**src/rtl/seq_defines.vh**
```
// Purpose: Constants for the program sequencer, stack and table lookup.
// Assumes: Included by bare name from the sequencer design files.
// Notes:   Definitions only.
`ifndef SEQ_DEFINES_VH
`define SEQ_DEFINES_VH
`define ADDR_PCL        8'h06
`define ADDR_LOOKUP_PTR 8'h07
`define ADDR_LOOKUP_HI  8'h08
`define VEC_RESET       11'h000
`define VEC_CMP0        11'h004
`define VEC_CMP1        11'h008
`define VEC_EXT         11'h00C
`define VEC_TMR0        11'h010
`define VEC_TMR1        11'h014
`define VEC_ADC         11'h018
`define FINAL_PAGE      3'h7
`define STACK_DEPTH     8
`define PHASES          4
`define REQ_CMP0        0
`define REQ_CMP1        1
`define REQ_EXT         2
`define REQ_TMR0        3
`define REQ_TMR1        4
`define REQ_ADC         5
`define OP_NONE         3'h0
`define OP_JUMP         3'h1
`define OP_CALL         3'h2
`define OP_RET          3'h3
`define OP_SKIP         3'h4
`define OP_TAB_CUR      3'h5
`define OP_TAB_FIN      3'h6
`endif

```
**src/rtl/program_sequencer.v**
```verilog
// Purpose: Program counter, four-phase cycle, fetch pipeline, table lookup and stack.
// Assumes: Core decodes instructions and presents an operation per cycle.
// Notes:   Program memory read is one clock, registered in phase 3.
`include "seq_defines.vh"
`timescale 1ns/1ps
`default_nettype none

// Contract
// - Four phases make one instruction cycle.
// - Fetch overlaps execute; transfers cost dummy cycle.
// - Counter advances by one after each fetch.
// - Met skip discards prefetch for dummy cycle.
// - Low byte at 06H; write short-jumps.
// - Program memory 2048 words of 14 bits.
// - Counter and stack entries are 11 bits.
// - Reset loads counter with 000H.
// - Comparator interrupts vector to 004H, 008H.
// - External pin falling edge vectors to 00CH.
// - First timer overflow vectors to 010H.
// - Second timer overflow vectors to 014H.
// - Conversion end vectors to 018H.
// - Current-page lookup uses upper counter bits.
// - Final-page lookup; low byte to data.
// - High bits to 08H; top two zero.
// - Pointer read/write at 07H; 08H read-only.
// - Table reads take two instruction cycles.
// - Eight hidden levels storing counter values only.
// - Call/interrupt pushes; returns pop into counter.
// - Reset leaves stack pointer at empty top.
// - Full stack holds interrupts until a return.
// - Call when full overwrites oldest entry.
module program_sequencer
(
  input  wire        CLK,          // System clock, 50 MHz.
  input  wire        RESET,        // Asynchronous reset, active high.
  input  wire [2:0]  OP,           // Operation of executing instruction.
  input  wire [10:0] OP_TARGET,    // Jump or call target address.
  input  wire        SKIP_MET,     // Skip condition of a skip operation is true.
  input  wire [7:0]  TAB_DEST,     // Data address receiving lookup low byte.
  input  wire [7:0]  DATA_ADDR,    // Data memory bus address.
  input  wire [7:0]  DATA_WDATA,   // Data memory bus write data.
  input  wire        DATA_WE,      // Data write strobe, phase 3 of a cycle.
  input  wire [5:0]  INT_REQ,      // Enabled pending interrupt requests.
  input  wire [13:0] ROM_DATA,     // Program memory read data.
  output reg  [10:0] ROM_ADDR,     // Program memory address.
  output reg  [13:0] INSTR,        // Fetched instruction for execution.
  output reg         INSTR_VALID,  // Low when current slot is a dummy cycle.
  output reg  [1:0]  PHASE,        // Current phase, 0 to 3.
  output reg  [7:0]  DATA_RDATA,   // Read data for 06H, 07H, 08H.
  output reg         TAB_WE,       // Pulse writing lookup low byte.
  output reg  [7:0]  TAB_WADDR,    // Destination of lookup low byte.
  output reg  [7:0]  TAB_WDATA,    // Lookup low byte.
  output reg  [5:0]  INT_ACK       // One-hot acknowledge, one clock.
);
  reg  [1:0]  phase_q;       // Phase counter.
  reg  [10:0] pc_q;          // Program counter.
  reg  [7:0]  lookup_ptr_q;  // Lookup pointer at 07H.
  reg  [5:0]  lookup_hi_q;   // Lookup high result, six live bits.
  reg         dummy_q;       // Next execute slot is a dummy.
  reg         tab_pend_q;    // Table fetch happens in the dummy cycle.
  reg  [10:0] tab_addr_q;    // Table word address.
  reg  [7:0]  tab_dest_q;    // Saved destination address.
  wire [10:0] stack_top;
  wire        stack_full;
  reg         push;
  reg         pop;
  reg  [10:0] pc_d;
  reg         dummy_d;
  reg  [5:0]  ack_d;
  reg  [10:0] vec;

  localparam [1:0] PH_FETCH = 2'h0;  // Address presented.
  localparam [1:0] PH_EXEC  = 2'h3;  // Last phase: commit.

  // Priority pick: lowest vector first among requests.
  function [5:0] pick_lowest;
    input [5:0] req;
    begin
      pick_lowest = req & (~req + 6'h01);
    end
  endfunction

  // Vector from a one-hot acknowledge.
  function [10:0] vector_of;
    input [5:0] ack;
    begin
      case (ack)
        6'h01:   vector_of = `VEC_CMP0;
        6'h02:   vector_of = `VEC_CMP1;
        6'h04:   vector_of = `VEC_EXT;
        6'h08:   vector_of = `VEC_TMR0;
        6'h10:   vector_of = `VEC_TMR1;
        6'h20:   vector_of = `VEC_ADC;
        default: vector_of = `VEC_RESET;
      endcase
    end
  endfunction

  return_stack u_stack
  (
    .clk       (CLK),
    .reset     (RESET),
    .push      (push),
    .pop       (pop),
    .push_data (pc_q),
    .top_data  (stack_top),
    .full      (stack_full)
  );

  // Next counter, stack strobes and dummy decision, evaluated in the commit phase.
  always @*
  begin
    pc_d    = pc_q;
    dummy_d = 1'b0;
    push    = 1'b0;
    pop     = 1'b0;
    ack_d   = 6'h00;
    vec     = `VEC_RESET;
    if (phase_q == PH_EXEC)
    begin
      pc_d = pc_q + 11'h001;  // Advance past fetched word.
      if (!dummy_q && INSTR_VALID)
      begin
        case (OP)
          `OP_JUMP:
          begin
            pc_d    = OP_TARGET;
            dummy_d = 1'b1;
          end
          `OP_CALL:
          begin
            push    = 1'b1;  // Saved pc already points past the call.
            pc_d    = OP_TARGET;
            dummy_d = 1'b1;
          end
          `OP_RET:
          begin
            pop     = 1'b1;
            pc_d    = stack_top;
            dummy_d = 1'b1;
          end
          `OP_SKIP:
          begin
            dummy_d = SKIP_MET;  // Prefetch discarded when met.
          end
          `OP_TAB_CUR, `OP_TAB_FIN:
          begin
            dummy_d = 1'b1;  // Second cycle reads the table.
          end
          default:
          begin
            if (DATA_WE && DATA_ADDR == `ADDR_PCL)
            begin
              pc_d    = {pc_q[10:8], DATA_WDATA};  // Short jump in page.
              dummy_d = 1'b1;
            end
          end
        endcase
      end
      // Interrupt taken between instructions, only with a free level.
      if (!push && !pop && !dummy_d && !stack_full && INT_REQ != 6'h00)
      begin
        ack_d   = pick_lowest(INT_REQ);  // Held off while full.
        vec     = vector_of(ack_d);
        push    = 1'b1;
        pc_d    = vec;
        dummy_d = 1'b1;
      end
    end
  end

  // Phase counter, fetch, counter and lookup registers.
  always @(posedge CLK or posedge RESET)
  begin
    if (RESET)
    begin
      phase_q      <= 2'h0;
      pc_q         <= `VEC_RESET;
      lookup_ptr_q <= 8'h00;
      lookup_hi_q  <= 6'h00;
      dummy_q      <= 1'b1;  // First slot holds no instruction yet.
      tab_pend_q   <= 1'b0;
      tab_addr_q   <= 11'h000;
      tab_dest_q   <= 8'h00;
      ROM_ADDR     <= `VEC_RESET;
      INSTR        <= 14'h0000;
      INSTR_VALID  <= 1'b0;
      PHASE        <= 2'h0;
      DATA_RDATA   <= 8'h00;
      TAB_WE       <= 1'b0;
      TAB_WADDR    <= 8'h00;
      TAB_WDATA    <= 8'h00;
      INT_ACK      <= 6'h00;
    end
    else
    begin
      phase_q <= phase_q + 2'h1;  // Four clocks per cycle.
      PHASE   <= phase_q + 2'h1;
      TAB_WE  <= 1'b0;
      INT_ACK <= 6'h00;
      // Register readback; the stack has no data address.
      case (DATA_ADDR)
        `ADDR_PCL:        DATA_RDATA <= pc_q[7:0];
        `ADDR_LOOKUP_PTR: DATA_RDATA <= lookup_ptr_q;
        `ADDR_LOOKUP_HI:  DATA_RDATA <= {2'b00, lookup_hi_q};
        default:          DATA_RDATA <= 8'h00;
      endcase
      // Of 07H and 08H, only the pointer accepts writes; 08H ignores them.
      if (DATA_WE && DATA_ADDR == `ADDR_LOOKUP_PTR && phase_q == PH_EXEC)
        lookup_ptr_q <= DATA_WDATA;
      // Address phase: a pending table read borrows the bus.
      if (phase_q == PH_FETCH)
        ROM_ADDR <= tab_pend_q ? tab_addr_q : pc_q;
      if (phase_q == 2'h2 && tab_pend_q)
      begin
        // Hand the bus back so the word after the lookup is fetched in time.
        ROM_ADDR    <= pc_q;
        TAB_WE      <= 1'b1;
        TAB_WADDR   <= tab_dest_q;
        TAB_WDATA   <= ROM_DATA[7:0];
        lookup_hi_q <= ROM_DATA[13:8];
        tab_pend_q  <= 1'b0;
      end
      if (phase_q == PH_EXEC)
      begin
        // The fetched word executes next unless this slot was redirected.
        INSTR       <= ROM_DATA;
        INSTR_VALID <= !dummy_d && !tab_pend_q;
        dummy_q     <= dummy_d;
        pc_q        <= dummy_d && ack_d == 6'h00 && !dummy_q && INSTR_VALID &&
                       (OP == `OP_TAB_CUR || OP == `OP_TAB_FIN)
                       ? pc_q : pc_d;
        INT_ACK     <= ack_d;
        if (!dummy_q && INSTR_VALID && ack_d == 6'h00 &&
            (OP == `OP_TAB_CUR || OP == `OP_TAB_FIN))
        begin
          tab_pend_q <= 1'b1;
          tab_dest_q <= TAB_DEST;
          tab_addr_q <= (OP == `OP_TAB_FIN) ? {`FINAL_PAGE, lookup_ptr_q}
                        : {pc_q[10:8], lookup_ptr_q};
        end
      end
    end
  end
endmodule
`default_nettype wire

```
**src/rtl/return_stack.v**
```verilog
// Purpose: Eight-level hardware return stack holding program counter copies.
// Assumes: Push and pop are one-cycle pulses, never both at once.
// Notes:   A push when full overwrites the oldest entry.
`include "seq_defines.vh"
`timescale 1ns/1ps
`default_nettype none
module return_stack
(
  input  wire        clk,       // System clock.
  input  wire        reset,     // Asynchronous reset, active high.
  input  wire        push,      // Push request pulse.
  input  wire        pop,       // Pop request pulse.
  input  wire [10:0] push_data, // Program counter to save.
  output wire [10:0] top_data,  // Most recent saved value.
  output wire        full       // All eight levels hold entries.
);
  reg [10:0] mem_q [0:7];  // Entries; not visible to software.
  reg [2:0]  top_q;        // Index of next free slot, circular.
  reg [3:0]  count_q;      // Number of live entries, 0 to 8.
  integer    i;

  assign top_data = mem_q[top_q - 3'h1];
  assign full     = (count_q == 4'h8);

  // Circular storage lets an overflowing push drop the oldest entry for free.
  always @(posedge clk or posedge reset)
  begin
    if (reset)
    begin
      top_q   <= 3'h0;  // Level pointer at the empty top.
      count_q <= 4'h0;
      for (i = 0; i < `STACK_DEPTH; i = i + 1)
        mem_q[i] <= 11'h000;
    end
    else if (push)
    begin
      mem_q[top_q] <= push_data;
      top_q        <= top_q + 3'h1;
      if (!full)
        count_q <= count_q + 4'h1;  // Full push keeps count, loses oldest.
    end
    else if (pop)
    begin
      if (count_q != 4'h0)
      begin
        top_q   <= top_q - 3'h1;
        count_q <= count_q - 4'h1;
      end
    end
  end
endmodule
`default_nettype wire

```
**config.mk**
```make
export PLATFORM = sky130hd
export DESIGN_NAME = program_sequencer
export DESIGN_NICKNAME = d
export VERILOG_FILES = /design/src/rtl/program_sequencer.v /design/src/rtl/return_stack.v
export VERILOG_INCLUDE_DIRS = /design/src /design/src/rtl
export SDC_FILE = /design/constraint.sdc
export NUM_CORES = 1
export LEC_CHECK = 0
export BUFFER_PORTS_ARGS = -buffer_cell sky130_fd_sc_hd__buf_2
export CORE_MARGIN = 4
export CORE_UTILIZATION = 45
export CTS_CLUSTER_SIZE = 28
export DETAILED_ROUTE_END_ITERATION = 16
export HOLD_SLACK_MARGIN = 0.06
export PLACE_DENSITY = 0.64
export SYNTH_ARGS = -nofsm -noshare
export SYNTH_HDL_FRONTEND = slang
export SYNTH_SLANG_ARGS = --single-unit
```
**constraint.sdc**
```tcl
create_clock -name CLK -period 6.61 [get_ports CLK]
set_input_delay 0.9915 -clock CLK [delete_from_list [all_inputs] [get_ports CLK]]
set_output_delay 0.9915 -clock CLK [all_outputs]
set_load 0.02 [all_outputs]
```
# Yosys cells after proc, flatten, opt, wreduce, memory -nomap -nowiden
# Cells that the tools add are included.
# Widths: inputs -> output; s select.
# totals
register_bits,200
word_cells,147
out_inout_bits,59
# op_classes
n_reduce_logical,40
n_lt_le_gt_ge,3
muxes,45
n_eq_ne,20
addsub,7
bitwise,5
# op_table
operator,count
$mux 11,10
$bwmux 88,1
$bmux 11 s3,1
$demux 11 s3,1
$pmux 11 s3,1
$pmux 5 s6,1
$pmux 8 s3,1
$mux 1,18
$mux 6,3
$logic_and 1x1->1,17
$eq 8x3->1 const B,2
$mux 4,4
$add 11x1->11 const B,1
$eq 3x3->1 const B,3
$mux 3,3
$eq 8x4->1 const B,1
$ge 4x4->1 const B,2
$not 3->4,2
$logic_not 1->1,7
$add 6x1->6 const B,1
$and 6x6->6,1
$eq 3x2->1 const B,2
$eq 6x1->1 const B,1
$eq 6x2->1 const B,1
other kinds (29),35

# Longest topological paths before layout
# Gate-level depths: netlist (run 1).
# logic_depth
depth_word,19
ltp_mapped,12
ltp_nobuf,11

# Hierarchy
# From an unflattened synthesis (run 1), not the netlist that was laid out.
# unflattened
cells_unflattened,737
area_unflattened_um2,9566.7
# modules_own_cells
mod,instances,cells_per_inst,seq_area_each_um2,area_per_inst_um2
program_sequencer,1,454,2628.8,4994.8
return_stack,1,283,2377.3,4571.9

# Worst setup path after synthesis (run 1)
# OpenSTA, ideal clock, no wires.
# synth_timing
kind,input -> register
startpoint,input DATA_ADDR[5]
endpoint,register u_stack.count_q[3]
path_stages,12
setup_time_ns,0.079
slack_ns,3.126
n_path_buf,1
t_arrival_ns,3.405
cell_sequence,or4_4 > buf_6 > or4_4 > o211ai_4 > o21ai_4 > inv_4 > ha_1 > a21o_1 > a21o_1 > o31ai_1 > o22ai_1 > mux2i_1
# synth_via
elab_chain_len,14
word_cells_on_any_way,17
cone_classes,eq/ne (2); mux (7); reduce/logical (8)
# synth_lines
item,line,source
"start, declared",program_sequencer.v:40,"input wire [7:0] DATA_ADDR,"
$eq 8x3->1 (*),-,
$logic_and 1x1->1 (no source line) (*),-,
$mux 1 (*),program_sequencer.v:152,if (DATA_WE && DATA_ADDR == `ADDR_PCL)
$pmux 1 s2 (*),program_sequencer.v:124,case (OP)
$mux 1 (*),program_sequencer.v:122,if (!dummy_q && INSTR_VALID)
$mux 1 (*),program_sequencer.v:119,if (phase_q == PH_EXEC)
$logic_not 1->1 (*),program_sequencer.v:161,if (!push && !pop && !dummy_d && !stack_full && INT_REQ != 6'h00)
$logic_and 1x1->1 (*) (3 in a row),program_sequencer.v:161,
$mux 1 (*),program_sequencer.v:161,
$mux 1 (*),program_sequencer.v:119,
$ne 2x2->1 (no source line) / $reduce_bool 2->1 (equally long branches),-,
$reduce_and 3->1 (no source line),-,
"end signal, assigned",return_stack.v:40,count_q <= count_q + 4'h1;
"end signal, assigned",return_stack.v:47,count_q <= count_q - 4'h1;
"end, declared",return_stack.v:19,reg [3:0] count_q;
# Every way passes the cells marked *; elsewhere a longest branch is shown, timed or not. The select of a mux whose other input is x is not followed.
# A chain may end at the register's enable or synchronous reset.

# Final worst setup path (run 1)
# Ends and elaborated chain as after synthesis.

==> results of run 1 <==
[critical path, cell delays in order]
cell and delay (ns):
buf_2 0.10, or4_4 0.58, or4_4 0.57, o211ai_4 0.17
o21ai_4 0.13, inv_4 0.15, ha_1 0.25, a21o_1 0.19
a21o_1 0.21, o31ai_1 0.07, o22ai_1 0.13, mux2i_1 0.13
[layout by cell type, fill, tap and decap left out, drive strengths merged, types with 2 or more instances in the layout]
| cell type | instances |
|---|---|
| clkinv | 6 |
| and3 | 9 |
| o32ai | 10 |
| nand3b | 3 |
| o31ai | 3 |
| a32o | 2 |
| o211a | 2 |
| o21ai | 22 |
| dfrtp | 199 |
| a21o | 2 |
| or3 | 3 |
| nor4 | 5 |
| or4 | 4 |
| nand2 | 38 |
| nor2b | 3 |
| nor4b | 5 |
| buf | 128 |
| ha | 8 |
| a22oi | 14 |
| nand4 | 2 |
| nor2 | 18 |
| mux2i | 3 |
| a221o | 2 |
| inv | 21 |
| o22ai | 14 |
| xnor2 | 4 |
| clkbuf | 17 |
| mux4 | 22 |
| a22o | 5 |
| mux2 | 153 |
| nor3 | 9 |
| a21oi | 28 |
| nand3 | 12 |
| a32oi | 6 |
| nand2b | 3 |
| xor2 | 5 |
| o211ai | 3 |
[power by group]
part           total [mW]  switching [mW]  internal, mW
Combinational       0.722           0.371         0.351
Sequential           1.52           0.156          1.36
Clock                1.04           0.526         0.512
[final cells by class]
class                   instances  area (um2)  share of cell area, %
clock inverters                15         171                   1.59
well taps                     270         338                   3.13
clock buffers                  17         425                   3.94
flip-flops and latches        200        5010                   46.4
inverters                      13        58.8                  0.545
repair buffers                128         661                   6.12
multi-input cells             438        4130                   38.3
[state kept, by name, summed over array words and instances (netlist names), 11 cells and up]
name,count
ROM_ADDR,11
tab_addr_q,11
pc_q,11
INSTR,14
u_stack.mem_q,88
[per-layer routing]
layer	vias to the layer above	part of all wire (%)
li1	2803	-
met1	3295	43
met2	196	49
met3	33	5.2
met4	0	2.2
met5	-	0
[Yosys cell counts (14+ instances only)]
cell	count
dfrtp_1	199
mux2_2	83
nand2_1	37
mux2_1	30
a22oi_1	14
a21oi_1	28
o21ai_0	17
clkbuf_1	27
mux2_4	40
o22ai_1	14
mux4_2	22
nor2_1	18
[kinds of logic (layout without fill, tap and decap cells)]
group / Yosys count / count (layout) / synth area share, %
flops: 200 / 200 / 53.1
compound gates: 121 / 121 / 8.94
simple gates: 121 / 121 / 7.11
mux: 178 / 178 / 25.5
xor+xnor: 9 / 9 / 0.837
fa+ha+maj: 9 / 9 / 1.28
buf+inv: 61 / 173 / 3.23
[worst paths after layout]
kind                                               from                        endpoint  cells after the start
min reg2reg                  lookup_hi_q[1]$_DFFE_PP0P_         DATA_RDATA[1]$_DFF_PP0_                      2
min in group asynchronous                         RESET   u_stack.mem_q[86]$_DFFE_PP0P_                      2
max                                        DATA_ADDR[5]  u_stack.count_q[3]$_DFFE_PP0P_                     12
min                          lookup_hi_q[1]$_DFFE_PP0P_         DATA_RDATA[1]$_DFF_PP0_                      2
max in group asynchronous                         RESET       tab_addr_q[4]$_DFFE_PP0P_                      3
max reg2reg                u_stack.top_q[1]$_DFFE_PP0P_             pc_q[0]$_DFFE_PP0P_                      9
==> results.txt, run 1 <==
Arr. time, crit path: 3.67 ns
Root buffer cell: clkbuf_16
Largest area contributor in the netlist: dfrtp_1
Vias in the first global route: 6588
P_leak: 5.10 nW
MaxCap Viol Count: 0
Initial Utilization: 46.1%
Placed cell areas: 10200 um2
Syn Area/Cell: 13.5 um2
H-tree depth: 4
Status: finished, final reports clean
DRT iter0 DRCs: 413
GR met3 Demand/Resource: 4.91%
DR pass1 iterations: 5
Pre-CTS WS: 2.85 ns
Routed wire per std cell: 21.7 um
Final setup margin: 3.30 ns
Grt total ovfl: 0
Share of cells above drive strength 1: 40.1%
Syn Nets: 770
Post-Layout Cell Count: 1081
Clock period minus worst slack: 3.31 ns
Slew HR: 24.9%
Nets: 869
Main area contributors after synthesis: dfrtp_1, mux2_2, mux2_4
RSZ-0062 raised after global routing: no
Drt drc: 0
Kind of critical path: in -> reg
CTS tree: yes
R2r setup slk: 3.54 ns
Placed Cells: 1049
Register area share after synthesis: 53.1%
Setup TNS: 0 ns
Routed WL: 23.5 mm
Via count: 6327
CTS Buf Count: 17
Post-cts repair resize count: 0
Area share of the largest cell type after synthesis: 52.9%
Gr busiest metal: met2
Top_reg_cell synth: dfrtp_1
Final Util: 52.8%
Antenna Nets Post-Route: 0
Total power: 3.28 mW
Num ports: 121
Synthesized area: 9420 um2
Ys async rst share: 100%
GPL Wtd Cong: 0.898
Period utilisation layout: 50.0%
Die Wd: 153 um
Area of the core: 20400 um2
IO buf count: 120
YS warnings: 0
Number of antenna violations at the first check in global routing: 0
Layout area overhead: 14.5%
Synth unique cells: 67
CP Max Fanout: 12
Die Ht: 153 um
Clock transition at path regs: 0.08 ns
Design area: 10800 um2
Least-Margin Pin Slew: 1.12 ns
Power per cell area: 304 nW/um2
DPL Wire Length: 16.4 mm
Worst Setup Start Kind: primary input
GRT Total Usage: 20.1%
CP Data Required Time: 6.98 ns
Pin count of the biggest net entering global routing: 128
First-pass GRT wire length: 37.2 mm
Vias per inst: 5.85
Met1 Usage GRT: 26.8%
Clk sinks: 200
Post-Synthesis Cells: 699
Max Root-Sink Buffers: 2
Site row count: 52
Worst-skew pair later-pin latency: 0.44 ns
Fin. Hold Viols: 0
Number of synthesized flops with an enable pin: 0
CP Capture Type: flop
GRT met2 Usage: 33.0%
Worst Skew: 0.0121 ns
N_diodes: 0
Fmax: 303 MHz
Setup Viol. Count Final: 0
Max Slew Vio Count: 0
Die area: 23300 um2
HP Class: reg -> reg
Peak VDD IR: 189 uV
Fin Hold WS: 0.470 ns
Post-CTS Repair Setup Buffers: 0
Hold-fix buffers at CTS: 0
Fillers: 1795
Synthesized flop and latch total: 200
Power figures use the tool's default switching activity.
==> inputs of run 2 (changes only) <==
Settings changed: ABC_AREA set to 1, PLACE_DENSITY 0.64 to 0.62.
Clock period 6.61 ns to 3.4 ns, I/O delays scaled along.
==> results.txt, run 2 <==
Status: finished, final reports clean
Synthesized flop and latch total: 200 (unchanged)
Post-CTS Repair Setup Buffers: 0 (unchanged)
Arr. time, crit path: 2.93 ns (-0.74 ns)
Most common cell after layout, fill and taps aside: nand2_1
Post-Synthesis Cells: 1116 (+60%)
Fmax: 386 MHz
Number of synthesized flops with an enable pin: 0 (unchanged)
DPL Wire Length: 17.0 mm (+3.7%)
Commonest cells after routing, fill and taps aside: nand2_1, dfrtp_1, buf_2
HP Class: in -> async
Routed WL: 25.1 mm (+6.7%)
YS warnings: 0 (unchanged)
Synthesized area: 9460 um2 (+0.43%)
Drt drc: 0 (unchanged)
Setup TNS: 0 ns (unchanged)
CTS tree: yes
Clock transition at path regs: 0.09 ns (about the same)
Die Wd: 153 um (+0.20%)
Syn Area/Cell: 8.48 um2 (-37%)
Nets: 1280 (+47%)
Syn Nets: 1187 (+54%)
Least-Margin Pin Slew: 1.08 ns (-0.0483 ns)
Layout area overhead: 14.6% (about the same)
MaxCap Viol Count: 0 (unchanged)
RSZ-0062 raised after global routing: no
Root buffer cell: clkbuf_16
GPL Wtd Cong: 0.862 (-4.0%)
Clock period minus worst slack: 2.59 ns
IO buf count: 120 (unchanged)
Initial Utilization: 46.3% (+0.20 points)
Post-synthesis xor/xnor area fraction: 0.741% (-0.096 points)
Die Ht: 153 um (+0.20%)
Number of antenna violations at the first check in global routing: 0 (unchanged)
CP Max Fanout: 19 (+7)
Max reg flops: 88 (unchanged)
Largest regs: u_stack.mem_q (88), INSTR (14)
Cells on worst reg2reg path: 15 (+6)
Pre-CTS WS: 0.754 ns (-2.10 ns)
GRT Total Usage: 21.5% (+1.4 points)
Site row count: 52 (unchanged)
Area share of the largest cell type after synthesis: 52.6% (-0.22 points)
CP Capture Type: flop
Top-count cell post-synth: nand2_1
Complex-gate fraction of the synthesized area: 14.0% (+5.0 points)
Worst-skew pair later-pin latency: 0.45 ns (about the same)
Main area contributors after synthesis: dfrtp_1, nand2_1, o21ai_1
Peak VDD IR: 377 uV (+99%)
Top_reg_cell synth: dfrtp_1
Fin. Hold Viols: 0 (unchanged)
CTS Buf Count: 17 (unchanged)
Mux cell area share after synthesis: 0.238% (-25 points)
Largest area contributor in the netlist: dfrtp_1
Period utilisation layout: 76.1%
Most flops, register: u_stack.mem_q
Ys async rst share: 100% (unchanged)
Antenna Nets Post-Route: 0 (unchanged)
P_leak: 5.35 nW (+4.9%)
Worst Skew: 0.0145 ns (+0.00239 ns)
Vias in the first global route: 7569 (+15%)
DR pass1 iterations: 5 (unchanged)
CP Data Required Time: 3.75 ns (-3.23 ns)
Area of the core: 20400 um2 (unchanged)
Share of cells above drive strength 1: 17.6% (-22 points)
Grt total ovfl: 0 (unchanged)
First-pass GRT wire length: 40.7 mm (+9.4%)
Post-synthesis simple-gate area fraction: 24.6% (+17 points)
DRT iter0 DRCs: 562 (+36%)
Hold-fix buffers at CTS: 0 (unchanged)
Final setup margin: 0.811 ns (-2.49 ns)
Routed wire per std cell: 16.8 um (-23%)
Crit path from: INSTR_VALID$_DFFE_PP0P_
Synth unique cells: 43 (-36%)
Worst Setup Start Kind: flop
Synth cell count leaders: nand2_1, dfrtp_1, nor2_1, o21ai_1, o21ai_0
FF-to-FF Start: INSTR_VALID$_DFFE_PP0P_
Die area: 23400 um2 (+0.41%)
Setup Viol. Count Final: 0 (unchanged)
Largest family of logic cells by synthesized area: simple AND/OR/NAND/NOR gates
Register area share after synthesis: 52.9% (-0.22 points)
Slew HR: 28.3% (+3.4 points)
H-tree depth: 4 (unchanged)
Clk sinks: 200 (unchanged)
Adder-cell share of the synthesized area: 1.27% (-0.0054 points)
Kind of critical path: reg -> reg
Power per cell area: 666 nW/um2 (+120%)
N_diodes: 0 (unchanged)
Post-cts repair resize count: 0 (unchanged)
Num ports: 121 (unchanged)
Max Slew Vio Count: 0 (unchanged)
Max Root-Sink Buffers: 2 (unchanged)
Pin count of the biggest net entering global routing: 66 (-48%)
Vias per inst: 5.26 (-10%)
Via count: 7849 (+24%)
[run 2: power by group]
group          total (mW)  switching (mW)  internal [mW]
Sequential           2.94           0.251           2.69
Clock                2.09            1.09           1.01
Combinational        2.18            1.45          0.736
[run 2: metrics by stage]
stage	hold slack (ns)	cell area [um2]	util (%)	total power, mW	std cells
floorplan	0.449	9460	-	4.49	1116
CTS	0.199	10800	53.1	7.25	1492
global placement	0.451	10200	50.0	5.16	1460
global route	0.236	10800	53.1	7.66	1492
finish	0.186	10800	53.1	7.22	1492
detailed placement	0.456	10200	50.0	5.16	1460
[run 2: critical path, stage by stage, from the launching register on]
cell,delay [ns]
dfrtp_1,0.37
inv_1,0.08
nor2_4,0.38
inv_1,0.13
a21oi_1,0.17
nand2_2,0.11
nand3_4,0.11
nand2_2,0.07
inv_2,0.12
ha_1,0.25
a21o_1,0.18
a21oi_1,0.14
nand3b_1,0.12
nand2_1,0.07
o21ai_1,0.12
nand2_1,0.06
[run 2: cell type report]
class                   instances  area, um2
fillers                      1952       9590
flip-flops and latches        200       5010
multi-input cells             786       3850
repair buffers                136        758
clock buffers                  17        425
well taps                     270        338
inverters                      68        259
clock inverters                15        203
[run 2: cells by family after synthesis]
logic type,after synthesis
adders and majority gates,9
and+or+nand+nor,538
buffers and inverters,130
muxes,2
AOI/OAI and AO/OA,229
DFF,200
xor gates and xnor gates,8
[run 2: worst paths after layout]
kind / endpoint / slack (ns)
max: u_stack.count_q[3]$_DFFE_PP0P_ / 0.81
min in group CLK: tab_dest_q[2]$_DFFE_PP0P_ / 0.26
min reg2reg: INSTR[8]$_DFFE_PP0P_ / 0.47
max in group asynchronous: pc_q[7]$_DFFE_PP0P_ / 2.41
min: INT_ACK[1]$_DFF_PP0_ / 0.19
max reg2reg: u_stack.count_q[3]$_DFFE_PP0P_ / 0.81
[run 2: layer usage]
layer | GRT usage, % | part of all wire (%)
met1 | 30.3 | 46
met5 | 0 | 0
met4 | 5.18 | 1.2
met3 | 4.04 | 5.0
met2 | 34.8 | 48
